==> config.mk <==
export PLATFORM = sky130hd
export DESIGN_NAME = rcg_top
export DESIGN_NICKNAME = d
export VERILOG_FILES = /design/src/pkg/rcg_pkg.sv /design/src/verilog/rcg_top.sv
export SDC_FILE = /design/constraint.sdc
export NUM_CORES = 1
export LEC_CHECK = 0
export BUFFER_PORTS_ARGS = -buffer_cell sky130_fd_sc_hd__buf_2
export CORE_UTILIZATION = 43
export CTS_BUF_LIST = sky130_fd_sc_hd__clkbuf_4 sky130_fd_sc_hd__clkbuf_8
export CTS_CLUSTER_DIAMETER = 50
export DETAILED_ROUTE_END_ITERATION = 10
export PLACE_DENSITY = 0.68
export REMOVE_ABC_BUFFERS = 1
export SETUP_SLACK_MARGIN = 0.02
export SLEW_MARGIN = 25
export SYNTH_ARGS = -nofsm -noshare
export SYNTH_HDL_FRONTEND = slang
export SYNTH_SLANG_ARGS = --single-unit
==> constraint.sdc <==
create_clock -name clk -period 7.2 [get_ports clk]
set_clock_uncertainty 0.15 [all_clocks]
set_input_delay 0.72 -clock clk [delete_from_list [all_inputs] [get_ports clk]]
set_output_delay 0.72 -clock clk [all_outputs]
set_load 0.02 [all_outputs]
==> src/pkg/rcg_pkg.sv <==
package rcg_pkg;

    localparam logic [7:0] PCG_OFFSET        = 8'h64;
    localparam logic [7:0] PCG_RESET         = 8'h00;
    localparam int         BIT_TWO_WIRE      = 7;
    localparam int         BIT_TIMER_TWO     = 6;
    localparam int         BIT_TIMER_ZERO    = 5;
    localparam int         BIT_SERIAL_ONE    = 4;
    localparam int         BIT_TIMER_ONE     = 3;
    localparam int         BIT_SPI           = 2;
    localparam int         BIT_SERIAL_ZERO   = 1;
    localparam int         BIT_CONVERTER     = 0;
    localparam logic [7:0] CAUSE_OFFSET      = 8'h54;
    localparam logic [4:0] CAUSE_RESET       = 5'h00;
    localparam int         CAUSE_POWER_ON    = 0;
    localparam int         CAUSE_EXTERNAL    = 1;
    localparam int         CAUSE_BROWNOUT    = 2;
    localparam int         CAUSE_WATCHDOG    = 3;
    localparam int         CAUSE_SCAN        = 4;
    localparam int         STRETCH_W         = 20;
    localparam int         FILTER_W          = 4;
    localparam logic [FILTER_W-1:0] PIN_MIN_CYCLES = 4'h3;

    typedef struct packed {
        logic two_wire;
        logic timer_two;
        logic timer_zero;
        logic serial_one;
        logic timer_one;
        logic spi;
        logic serial_zero;
        logic converter;
    } rcg_gate_t;

    typedef struct packed {
        logic       wr;
        logic       rd;
        logic [7:0] addr;
        logic [7:0] wdata;
    } rcg_io_req_t;

endpackage : rcg_pkg

==> src/verilog/rcg_top.sv <==
// Functional notes
// RL1 - Bit 7 stops two-wire interface clock
// RL2 - Bit 6 stops timer two if synchronous
// RL3 - Bits 5,3 pause timers zero/one, state kept
// RL4 - Bits 4,1 stop serial one/zero clocks
// RL5 - Bit 2 stops SPI clock
// RL6 - Bit 0 shuts converter, blocks comparator mux
// RL7 - Software disables converter before setting bit 0
// RL8 - Reset returns I/O registers, fetch from vector
// RL9 - Ports forced at once, no clock needed
// RL10 - Stretch reset by fuse-chosen delay count
// RL11 - Power-on asserts immediately, count on recovery
// RL12 - Long reset pin low resets without clock
// RL13 - Disable fuse ignores reset pin
// RL14 - Brown-out resets at once when enabled
// RL15 - Watchdog resets only in reset mode
// RL16 - Watchdog one-cycle pulse, count after fall
// RL17 - Scan reset register holds reset while one
// RL18 - Watchdog flag set; cleared power-on or write
// RL19 - Power-on flag cleared only by write zero
// RL20 - Sources ORed; reassert restarts count
`timescale 1ns/100ps
`default_nettype none
module rcg_top
    import rcg_pkg::*;
(
    input  wire logic                 clk,
    input  wire logic                 rst,
    input  wire logic                 power_low,
    input  wire logic                 reset_pin_n,
    input  wire logic                 reset_pin_disable_fuse,
    input  wire logic                 brownout_enable,
    input  wire logic                 brownout_low,
    input  wire logic                 watchdog_expire,
    input  wire logic                 watchdog_reset_mode,
    input  wire logic                 scan_reset_reg,
    input  wire logic [3:0]           startup_time_fuse,
    input  wire logic [3:0]           clock_select_fuse,
    input  wire logic                 timer_two_async_select,
    input  wire logic                 converter_mux_request,
    input  wire rcg_io_req_t          io_req,
    output logic [7:0]                io_rdata,
    output rcg_gate_t                 gate_enable,
    output logic                      comparator_mux_grant,
    output logic                      port_reset,
    output logic                      core_reset,
    output logic                      fetch_from_vector
);

    rcg_gate_t             peripheral_clock_gate;
    logic [4:0]            cause;
    logic                  pin_s1;
    logic                  pin_s2;
    logic                  bo_s1;
    logic                  bo_s2;
    logic                  scan_s1;
    logic                  scan_s2;
    logic [FILTER_W-1:0]   pin_low_cnt;
    logic                  pin_reset;
    logic                  wd_pulse;
    logic                  any_source;
    logic                  async_src;
    logic [STRETCH_W-1:0]  stretch_cnt;
    logic [STRETCH_W-1:0]  stretch_target;
    logic                  stretching;
    logic                  wr_gate;
    logic                  wr_cause;

    // Pin and scan levels force ports asynchronously, no clock needed
    assign async_src = power_low | scan_reset_reg
                     | (~reset_pin_n & ~reset_pin_disable_fuse)
                     | (brownout_enable & brownout_low); // RL9

    // Delay period from the fuses; each step doubles the stretch
    assign stretch_target = STRETCH_W'(1) << {1'b0, startup_time_fuse[1:0], clock_select_fuse[1:0]}; // RL10

    // Power-on acts as the async reset of the reset logic below and the cause flags; the gate register, read data and gate enables use rst
    always_ff @(posedge clk or posedge power_low) begin
        if (power_low) begin
            pin_s1  <= 1'b1;
            pin_s2  <= 1'b1;
            bo_s1   <= 1'b0;
            bo_s2   <= 1'b0;
            scan_s1 <= 1'b0;
            scan_s2 <= 1'b0;
        end else begin
            pin_s1  <= reset_pin_n;
            pin_s2  <= pin_s1;
            bo_s1   <= brownout_low;
            bo_s2   <= bo_s1;
            scan_s1 <= scan_reset_reg;
            scan_s2 <= scan_s1;
        end
    end

    // Short pin glitches are filtered; only long lows count
    always_ff @(posedge clk or posedge power_low) begin
        if (power_low) begin
            pin_low_cnt <= '0;
            pin_reset   <= 1'b0;
        end else if (pin_s2 || reset_pin_disable_fuse) begin // RL13
            pin_low_cnt <= '0;
            pin_reset   <= 1'b0;
        end else if (pin_low_cnt >= PIN_MIN_CYCLES) begin
            pin_reset   <= 1'b1; // RL12
        end else begin
            pin_low_cnt <= pin_low_cnt + FILTER_W'(1);
        end
    end

    // Watchdog pulse lasts exactly one clock
    always_ff @(posedge clk or posedge power_low) begin
        if (power_low) begin
            wd_pulse <= 1'b0;
        end else begin
            wd_pulse <= watchdog_expire & watchdog_reset_mode & ~wd_pulse; // RL15 RL16
        end
    end

    assign any_source = pin_reset | (brownout_enable & bo_s2) | wd_pulse | scan_s2; // RL20 RL14 RL17

    // Stretch counter restarts whenever any source is active
    always_ff @(posedge clk or posedge power_low) begin
        if (power_low) begin
            stretch_cnt <= '0; // RL11
            stretching  <= 1'b1;
        end else if (any_source) begin
            stretch_cnt <= '0; // RL20
            stretching  <= 1'b1;
        end else if (stretching) begin
            if (stretch_cnt >= stretch_target - STRETCH_W'(1)) begin
                stretching <= 1'b0; // RL10
            end else begin
                stretch_cnt <= stretch_cnt + STRETCH_W'(1); // RL16
            end
        end
    end

    // Port reset is a flop with async set, so it acts without clock
    always_ff @(posedge clk or posedge async_src) begin
        if (async_src) begin
            port_reset <= 1'b1; // RL9 RL11
        end else begin
            port_reset <= any_source | stretching;
        end
    end

    always_ff @(posedge clk or posedge power_low) begin
        if (power_low) begin
            core_reset        <= 1'b1;
            fetch_from_vector <= 1'b0;
        end else begin
            core_reset        <= any_source | stretching;
            fetch_from_vector <= core_reset & ~(any_source | stretching); // RL8
        end
    end

    assign wr_gate  = io_req.wr && (io_req.addr == PCG_OFFSET);
    assign wr_cause = io_req.wr && (io_req.addr == CAUSE_OFFSET);

    // Internal reset returns the register to its initial value
    always_ff @(posedge clk or posedge rst) begin
        if (rst) begin
            peripheral_clock_gate <= rcg_gate_t'(PCG_RESET);
        end else if (core_reset) begin
            peripheral_clock_gate <= rcg_gate_t'(PCG_RESET); // RL8
        end else if (wr_gate) begin
            peripheral_clock_gate <= rcg_gate_t'(io_req.wdata); // RL7
        end
    end

    // Cause flags survive all resets but power-on; set beats clear
    always_ff @(posedge clk or posedge power_low) begin
        if (power_low) begin
            cause <= 5'h01; // RL19
        end else begin
            cause[CAUSE_POWER_ON] <= cause[CAUSE_POWER_ON]
                                   & ~(wr_cause & ~io_req.wdata[CAUSE_POWER_ON]); // RL19
            cause[CAUSE_EXTERNAL] <= pin_reset
                                   | (cause[CAUSE_EXTERNAL] & ~(wr_cause & ~io_req.wdata[CAUSE_EXTERNAL]));
            cause[CAUSE_BROWNOUT] <= (brownout_enable & bo_s2)
                                   | (cause[CAUSE_BROWNOUT] & ~(wr_cause & ~io_req.wdata[CAUSE_BROWNOUT]));
            cause[CAUSE_WATCHDOG] <= wd_pulse
                                   | (cause[CAUSE_WATCHDOG] & ~(wr_cause & ~io_req.wdata[CAUSE_WATCHDOG])); // RL18
            cause[CAUSE_SCAN]     <= scan_s2
                                   | (cause[CAUSE_SCAN] & ~(wr_cause & ~io_req.wdata[CAUSE_SCAN]));
        end
    end

    always_ff @(posedge clk or posedge rst) begin
        if (rst) begin
            io_rdata <= 8'h00;
        end else if (io_req.rd && io_req.addr == PCG_OFFSET) begin
            io_rdata <= peripheral_clock_gate;
        end else if (io_req.rd && io_req.addr == CAUSE_OFFSET) begin
            io_rdata <= {3'h0, cause};
        end else begin
            io_rdata <= 8'h00;
        end
    end

    // Clock enables for gated peripherals; high means clock runs
    always_ff @(posedge clk or posedge rst) begin
        if (rst) begin
            gate_enable          <= '1;
            comparator_mux_grant <= 1'b0;
        end else begin
            gate_enable.two_wire    <= ~peripheral_clock_gate.two_wire; // RL1
            // Async timer two runs from its own oscillator, left alone
            gate_enable.timer_two   <= ~(peripheral_clock_gate.timer_two & ~timer_two_async_select); // RL2
            gate_enable.timer_zero  <= ~peripheral_clock_gate.timer_zero; // RL3
            gate_enable.timer_one   <= ~peripheral_clock_gate.timer_one; // RL3
            gate_enable.serial_one  <= ~peripheral_clock_gate.serial_one; // RL4
            gate_enable.serial_zero <= ~peripheral_clock_gate.serial_zero; // RL4
            gate_enable.spi         <= ~peripheral_clock_gate.spi; // RL5
            gate_enable.converter   <= ~peripheral_clock_gate.converter; // RL6
            comparator_mux_grant    <= converter_mux_request & ~peripheral_clock_gate.converter; // RL6
        end
    end

endmodule : rcg_top
`default_nettype wire

==> flow_summary.json, run 1 <==
{
  "p_per_area_nw_per_um2": 193.6,
  "gp_congestion": 0.8177,
  "holdBufCountCts": 0,
  "diodes": 0,
  "syn-cell-area_um2": 3397,
  "grt_overflow": 0,
  "ir_worst_vdd_v": 0.00009769,
  "grt_use_total_pct": 18.22,
  "fp.dieH_um": 90.88,
  "drc": 0,
  "worstPathRequired_ns": 7.25,
  "yosysSeqAreaShare_pct": 49.13,
  "relSlewSlack_pct": 38.06,
  "post_cts_buffers": 0,
  "drive_gt1_share_pct": 23.35,
  "dieWidth_um": 90.88,
  "grt_max_degree": 37,
  "worst_pin_slew_ns": 0.9272,
  "hpwl_um": 5014,
  "synth.most_common_cell": "dfrtp_1",
  "crit_fanout": 24,
  "die_area_um2": 8259,
  "yosysWarnings": 0,
  "post-route-period-util_pct": 58.56,
  "synth_edf_count": 0,
  "ys_seq_elements": 66,
  "wl_per_cell_um": 14.14,
  "critPathLaunchType": "primary input",
  "holdCritPathClass": "in -> async",
  "ys_types": 43,
  "clk_path_buf_depth": 2,
  "cts_tree": "built",
  "grt_pass1_vias": 2534,
  "io_pins": 58,
  "synth.top_cell.area_share_pct": 38.31,
  "p_seq_share_pct": 49.3,
  "viasPerCell": 5.411,
  "nets": 451,
  "antenna_left": 0,
  "synth_ff_type": "dfrtp_1",
  "power.internal_mw": 0.5971,
  "rsz0062_at_grt": "no",
  "vias": 2684,
  "setup_viol": 0,
  "initial_core_util_pct": 44.19,
  "hold_viol": 0,
  "ys_top_cells_by_count": "52 x dfrtp_1, 31 x nand2_1, 26 x a21oi_1",
  "avgSynthCellArea_um2": 10.14,
  "fmax_mhz": 237.2,
  "synth_async_sr_flop_share_pct": 100.0,
  "swShare_pct": 22.37,
  "routed_wl_um": 7012,
  "cts_buffers": 9,
  "worstSkewPairLatency_ns": 0.33,
  "setup-tns-final_ns": 0,
  "synth_top_cell_by_area": "dfrtp_1",
  "drtIter0Drc": 140,
  "maxCapViolCount": 0,
  "cts_root_buffer": "clkbuf_8",
  "num_rows": 32,
  "synthTopCellsByArea": "dfrtp_1 38%, dfstp_2 11%, ha_1 8.5%",
  "cts_sinks": 66,
  "antenna_found_initial": 0,
  "finalCriticalPeriod_ns": 4.217,
  "h-tree-depth": 3,
  "numPortBuffers": 53,
  "p_leak_nw": 1.807,
  "drtPass1Iterations": 4,
  "cts.clk_slew.worst_paths_ns": 0.07,
  "p_comb_share_pct": 6.7,
  "grt_pass1_wl_um": 11990,
  "outcome": "finished, final reports clean",
  "crit_arrival_ns": 4.26,
  "area_delta_synth_final_pct": 16.94,
  "crit_type": "in -> reg",
  "ctsResizeCount": 0,
  "p_switching_mw": 0.1721,
  "syn_inst": 335,
  "p_total_mw": 0.7691,
  "end_kind": "flop",
  "finalMaxSlewViolations": 0,
  "core_um2": 7687,
  "clock_power_share_pct": 44.1
}
## final timing paths
kind,slack [ns],to,from,cells after the start
worst max-delay path,2.98,stretch_cnt[17]$_DFFE_PP0P_,startup_time_fuse[0],15
worst min-delay path,0.14,pin_low_cnt[1]$_DFFE_PP0P_,power_low,2
worst max register to register,4.51,stretch_cnt[17]$_DFFE_PP0P_,stretch_cnt[13]$_DFFE_PP0P_,8
worst min register to register,0.20,bo_s2$_DFF_PP0_,bo_s1$_DFF_PP0_,0
max in group asynchronous,6.03,core_reset$_DFF_PP1_,power_low,3
min in group clk,0.20,bo_s2$_DFF_PP0_,bo_s1$_DFF_PP0_,0
## placed cells by master, fill, tap and decap left out, types with 4 or more instances in the layout
cell type and instances:
nor4_1 4, nor3b_1 4, a22o_1 5, dfstp_2 14
o21ai_0 10, or4_1 12, buf_2 53, nor3_1 11
or2_2 4, and2_1 4, nand4_1 6, clkbuf_8 10
nor2_1 21, o31ai_1 12, dfrtp_1 52, nand2_1 31
inv_1 12, conb_1 4, a21oi_1 26, ha_1 23
nand3_1 13, nand2b_1 13, mux2i_1 15
## power groups by stage
stage                     sequential, mW  combinational (mW)  clock [mW]
after floorplan                    0.385              0.0287           0
after global placement             0.385              0.0495           0
after detailed placement           0.386              0.0515           0
after CTS                          0.379              0.0520       0.344
after global routing               0.379              0.0588       0.361
final                              0.379              0.0512       0.339
## per-stage QoR
step / hold slack (ns) / util, % / cells / cell area, um2 / worst slack [ns]
after floorplan: 0.1812 / - / 323 / 3341 / 3.019
after global placement: 0.1853 / 48.86 / 481 / 3756 / 2.801
after detailed placement: 0.1871 / 48.86 / 481 / 3756 / 2.704
after CTS: 0.1347 / 51.68 / 496 / 3973 / 3.027
after global routing: 0.1408 / 51.68 / 496 / 3973 / 2.737
final: 0.1431 / 51.68 / 496 / 3973 / 2.983
## layer usage
layer | wire length, um | global-route usage (%)
met1 | 3267 | 24.28
met2 | 3414 | 29.23
met3 | 224 | 3.704
met4 | 106 | 7.011
met5 | 0 | 0
## critical path, stage by stage
cell      delay, ns
buf_2          0.18
nor3_1         0.45
nand2b_1       0.15
ha_1           0.32
or2_2          0.32
o21ai_0        0.17
a32oi_1        0.13
ha_1           0.29
nand2_1        0.08
o21ai_0        0.25
a41oi_2        0.07
o31ai_2        0.51
buf_4          0.36
nor4_1         0.11
mux2i_1        0.15
## layout make-up
cell class              instances  area, um2
fillers                       725       3715
flip-flops and latches         66       1669
multi-input cells             244       1623
repair buffers                 56      287.8
clock buffers                  10      137.6
well taps                     102      127.6
clock inverters                 5      78.83
inverters                      13      48.80
## logic make-up (layout without fill, tap and decap cells)
family | Yosys count | after routing | synth area share [%]
AO/OA/AOI/OAI | 68 | 68 | 13.15
XOR/XNOR | 2 | 2 | 0.5157
adder cells (fa/ha/maj) | 23 | 23 | 8.472
buffers and inverters | 28 | 84 | 3.425
flip-flops | 66 | 66 | 49.13
multiplexers | 15 | 15 | 4.420
other | 1 | 4 | 0.1104
AND/OR/NAND/NOR | 132 | 132 | 20.77
## state kept, by name, indices dropped and copies added (netlist names), 4 cells and up
name / cells
peripheral_clock_gate: 8
pin_low_cnt: 4
io_rdata: 8
stretch_cnt: 20
gate_enable: 8
cause: 5
Note: power is estimated with default switching activity, not from simulation.
==> run 2, diff against run 1 <==
- PLACE_DENSITY: 0.68 -> 0.7
- clock period: 7.2 -> 3.5 ns (I/O delays scaled with it)
==> run 2 against run 1 <==
Clock-buffer cell count is 2 higher. Final cell count is 3.2% higher. First-iteration DRC count is 39% higher. Combinational power is 120% higher. Routed wire length is 2.4% higher. Clock power is 92% higher. Die area stayed put. Non-clock buffer count is 15 higher. Highest routed layer unchanged.
==> flow_summary.json, run 2 (synthesized netlist as in run 1, its figures left out) <==
{
  "relSlewSlack_pct": 40.30,
  "cts_tree": "built",
  "grt_overflow": 0,
  "dp_slack_ns": -0.07724,
  "dieWidth_um": 90.88,
  "vias": 2729,
  "initial_core_util_pct": 44.19,
  "max_stage_delay_ns": 0.47,
  "multi_input_area_um2": 1628,
  "grt_max_degree": 41,
  "worstSkewPairLatency_ns": 0.34,
  "final_cells": 512,
  "top_register": "stretch_cnt",
  "cts.clk_slew.worst_paths_ns": 0.07,
  "antenna_found_initial": 0,
  "io_pins": 58,
  "maxCapViolCount": 0,
  "h-tree-depth": 3,
  "cts_root_buffer": "clkbuf_8",
  "die_area_um2": 8259,
  "routed_wl_um": 7179,
  "fp.dieH_um": 90.88,
  "hold_ws_ns": 0.03671,
  "numPortBuffers": 53,
  "finalCriticalPeriod_ns": 3.165,
  "holdCritPathClass": "in -> async",
  "p_leak_nw": 1.880,
  "path_buf_inv": 2,
  "crit_fanout": 26,
  "setup_ws_ns": 0.3348,
  "num_rows": 32,
  "ir_worst_vdd_v": 0.0002108,
  "crit_arrival_ns": 3.27,
  "grt_pass1_vias": 2583,
  "gp_congestion": 0.7671,
  "crit_type": "in -> reg",
  "cts_buffers": 9,
  "fin_area_um2": 4118,
  "grt_use_total_pct": 18.92,
  "cp_top_family": "simple AND/OR/NAND/NOR gates",
  "path_depth": 15,
  "post_cts_buffers": 0,
  "drive_gt1_share_pct": 25.61,
  "drtPass1Iterations": 4,
  "worstPathRequired_ns": 3.61,
  "register_area_um2": 1669,
  "rsz0062_at_grt": "no",
  "reg2reg_slack_ns": 0.95,
  "post-route-period-util_pct": 90.43,
  "fmax_mhz": 315.9,
  "setup_viol": 0,
  "finalMaxSlewViolations": 0,
  "clk_path_buf_depth": 2,
  "viasPerCell": 5.330,
  "end_kind": "flop",
  "core_um2": 7687,
  "diodes": 0,
  "p_per_area_nw_per_um2": 375.0,
  "mostFrequentLayoutCells": "53 x buf_2, 52 x dfrtp_1, 31 x nand2_1, 26 x a21oi_1, 23 x ha_1",
  "placed_area_um2": 3864,
  "reg2regPathDepth": 8,
  "critPathLaunchType": "primary input",
  "largest_register_ffs": 20,
  "dp_cells": 492,
  "wl_per_cell_um": 14.02,
  "hold_viol": 0,
  "worst_pin_slew_ns": 0.8936,
  "grt_pass1_wl_um": 12300,
  "hpwl_um": 5144,
  "antenna_left": 0,
  "final.fill_count": 717,
  "fin_util_pct": 53.56,
  "drc": 0,
  "outcome": "finished, final reports clean",
  "nets": 466,
  "cts_sinks": 66,
  "cp_slowest_cell": "or4_1",
  "area_delta_synth_final_pct": 21.22,
  "cp_cell_sequence": "buf_2, nor3_2, nand2b_1, ha_1, or2_2, o21ai_0, a32oi_1, ha_1, nand2_1, o21ai_0, a41oi_2, o31ai_2, buf_12, or4_1, a21oi_1",
  "layout_commonest_cell": "buf_2",
  "drtIter0Drc": 195
}
==> run 2: cell count changes in the layout (fill, tap and decap cells not counted) <==
| cell | previous run | this run |
|---|---|---|
| clkinvlp_4 | 0 | 2 |
| clkinv_1 | 1 | 0 |
| bufinv_16 | 2 | 1 |
| dlygate4sd3_1 | 0 | 4 |
| clkinv_4 | 1 | 0 |
| nor3_1 | 11 | 10 |
| clkbuf_8 | 10 | 11 |
| clkbuf_4 | 0 | 1 |
| buf_4 | 3 | 12 |
| nor3_2 | 0 | 1 |
| inv_1 | 12 | 13 |
| buf_12 | 0 | 2 |
| clkinv_2 | 2 | 1 |
==> run 2: area by class of cell <==
type	instances	area share [%]
sequential	66	40.53
clock inverter	4	1.215
inverter	13	1.185
clock buffer	12	3.859
tap	102	3.099
timing repair buffer	71	10.57
multi-input combinational	244	39.53
==> run 2: worst paths after layout <==
path,startpoint,to
max,startup_time_fuse[0],stretch_cnt[19]$_DFFE_PP0P_
min,rst,peripheral_clock_gate[3]$_DFFE_PP0P_
max reg2reg,stretch_cnt[2]$_DFFE_PP0P_,stretch_cnt[19]$_DFFE_PP0P_
min reg2reg,pin_s1$_DFF_PP1_,pin_s2$_DFF_PP1_
max in group asynchronous,brownout_low,port_reset$_DFF_PP1_
min in group clk,timer_two_async_select,gate_enable[6]$_DFF_PP1_
==> run 2: repair_timing <==
| item | CTS | global route |
|---|---|---|
| resized for setup | 0 | 1 |
| hold endpoints to repair | 22 | 0 |
| hold buffers | 4 | 0 |
| setup endpoints to repair | 0 | 2 |
==> run 2: stage by stage <==
stage / power (mW) / TNS, ns
after floorplan: 0.8517 / -5.438
after global placement: 0.8984 / -0.02230
after detailed placement: 0.9038 / -0.8246
after CTS: 1.562 / 0
after global routing: 1.613 / 0
final: 1.544 / 0
==> run 2: per-layer routing <==
| layer | track usage [%] | wire length (um) | up-vias |
|---|---|---|---|
| met1 | 23.73 | 3243 | 1312 |
| met4 | 8.995 | 116 | 0 |
| met2 | 30.74 | 3547 | 52 |
| met3 | 4.461 | 271 | 10 |
| met5 | 0 | 0 | - |
| li1 | - | - | 1355 |
==> run 2: report_power, final <==
part	leakage [nW]	switching, mW	internal [mW]	total (mW)
registers	0.840	0.00622	0.774	0.780
clock network	0.102	0.276	0.374	0.650
logic	0.938	0.0676	0.0462	0.114
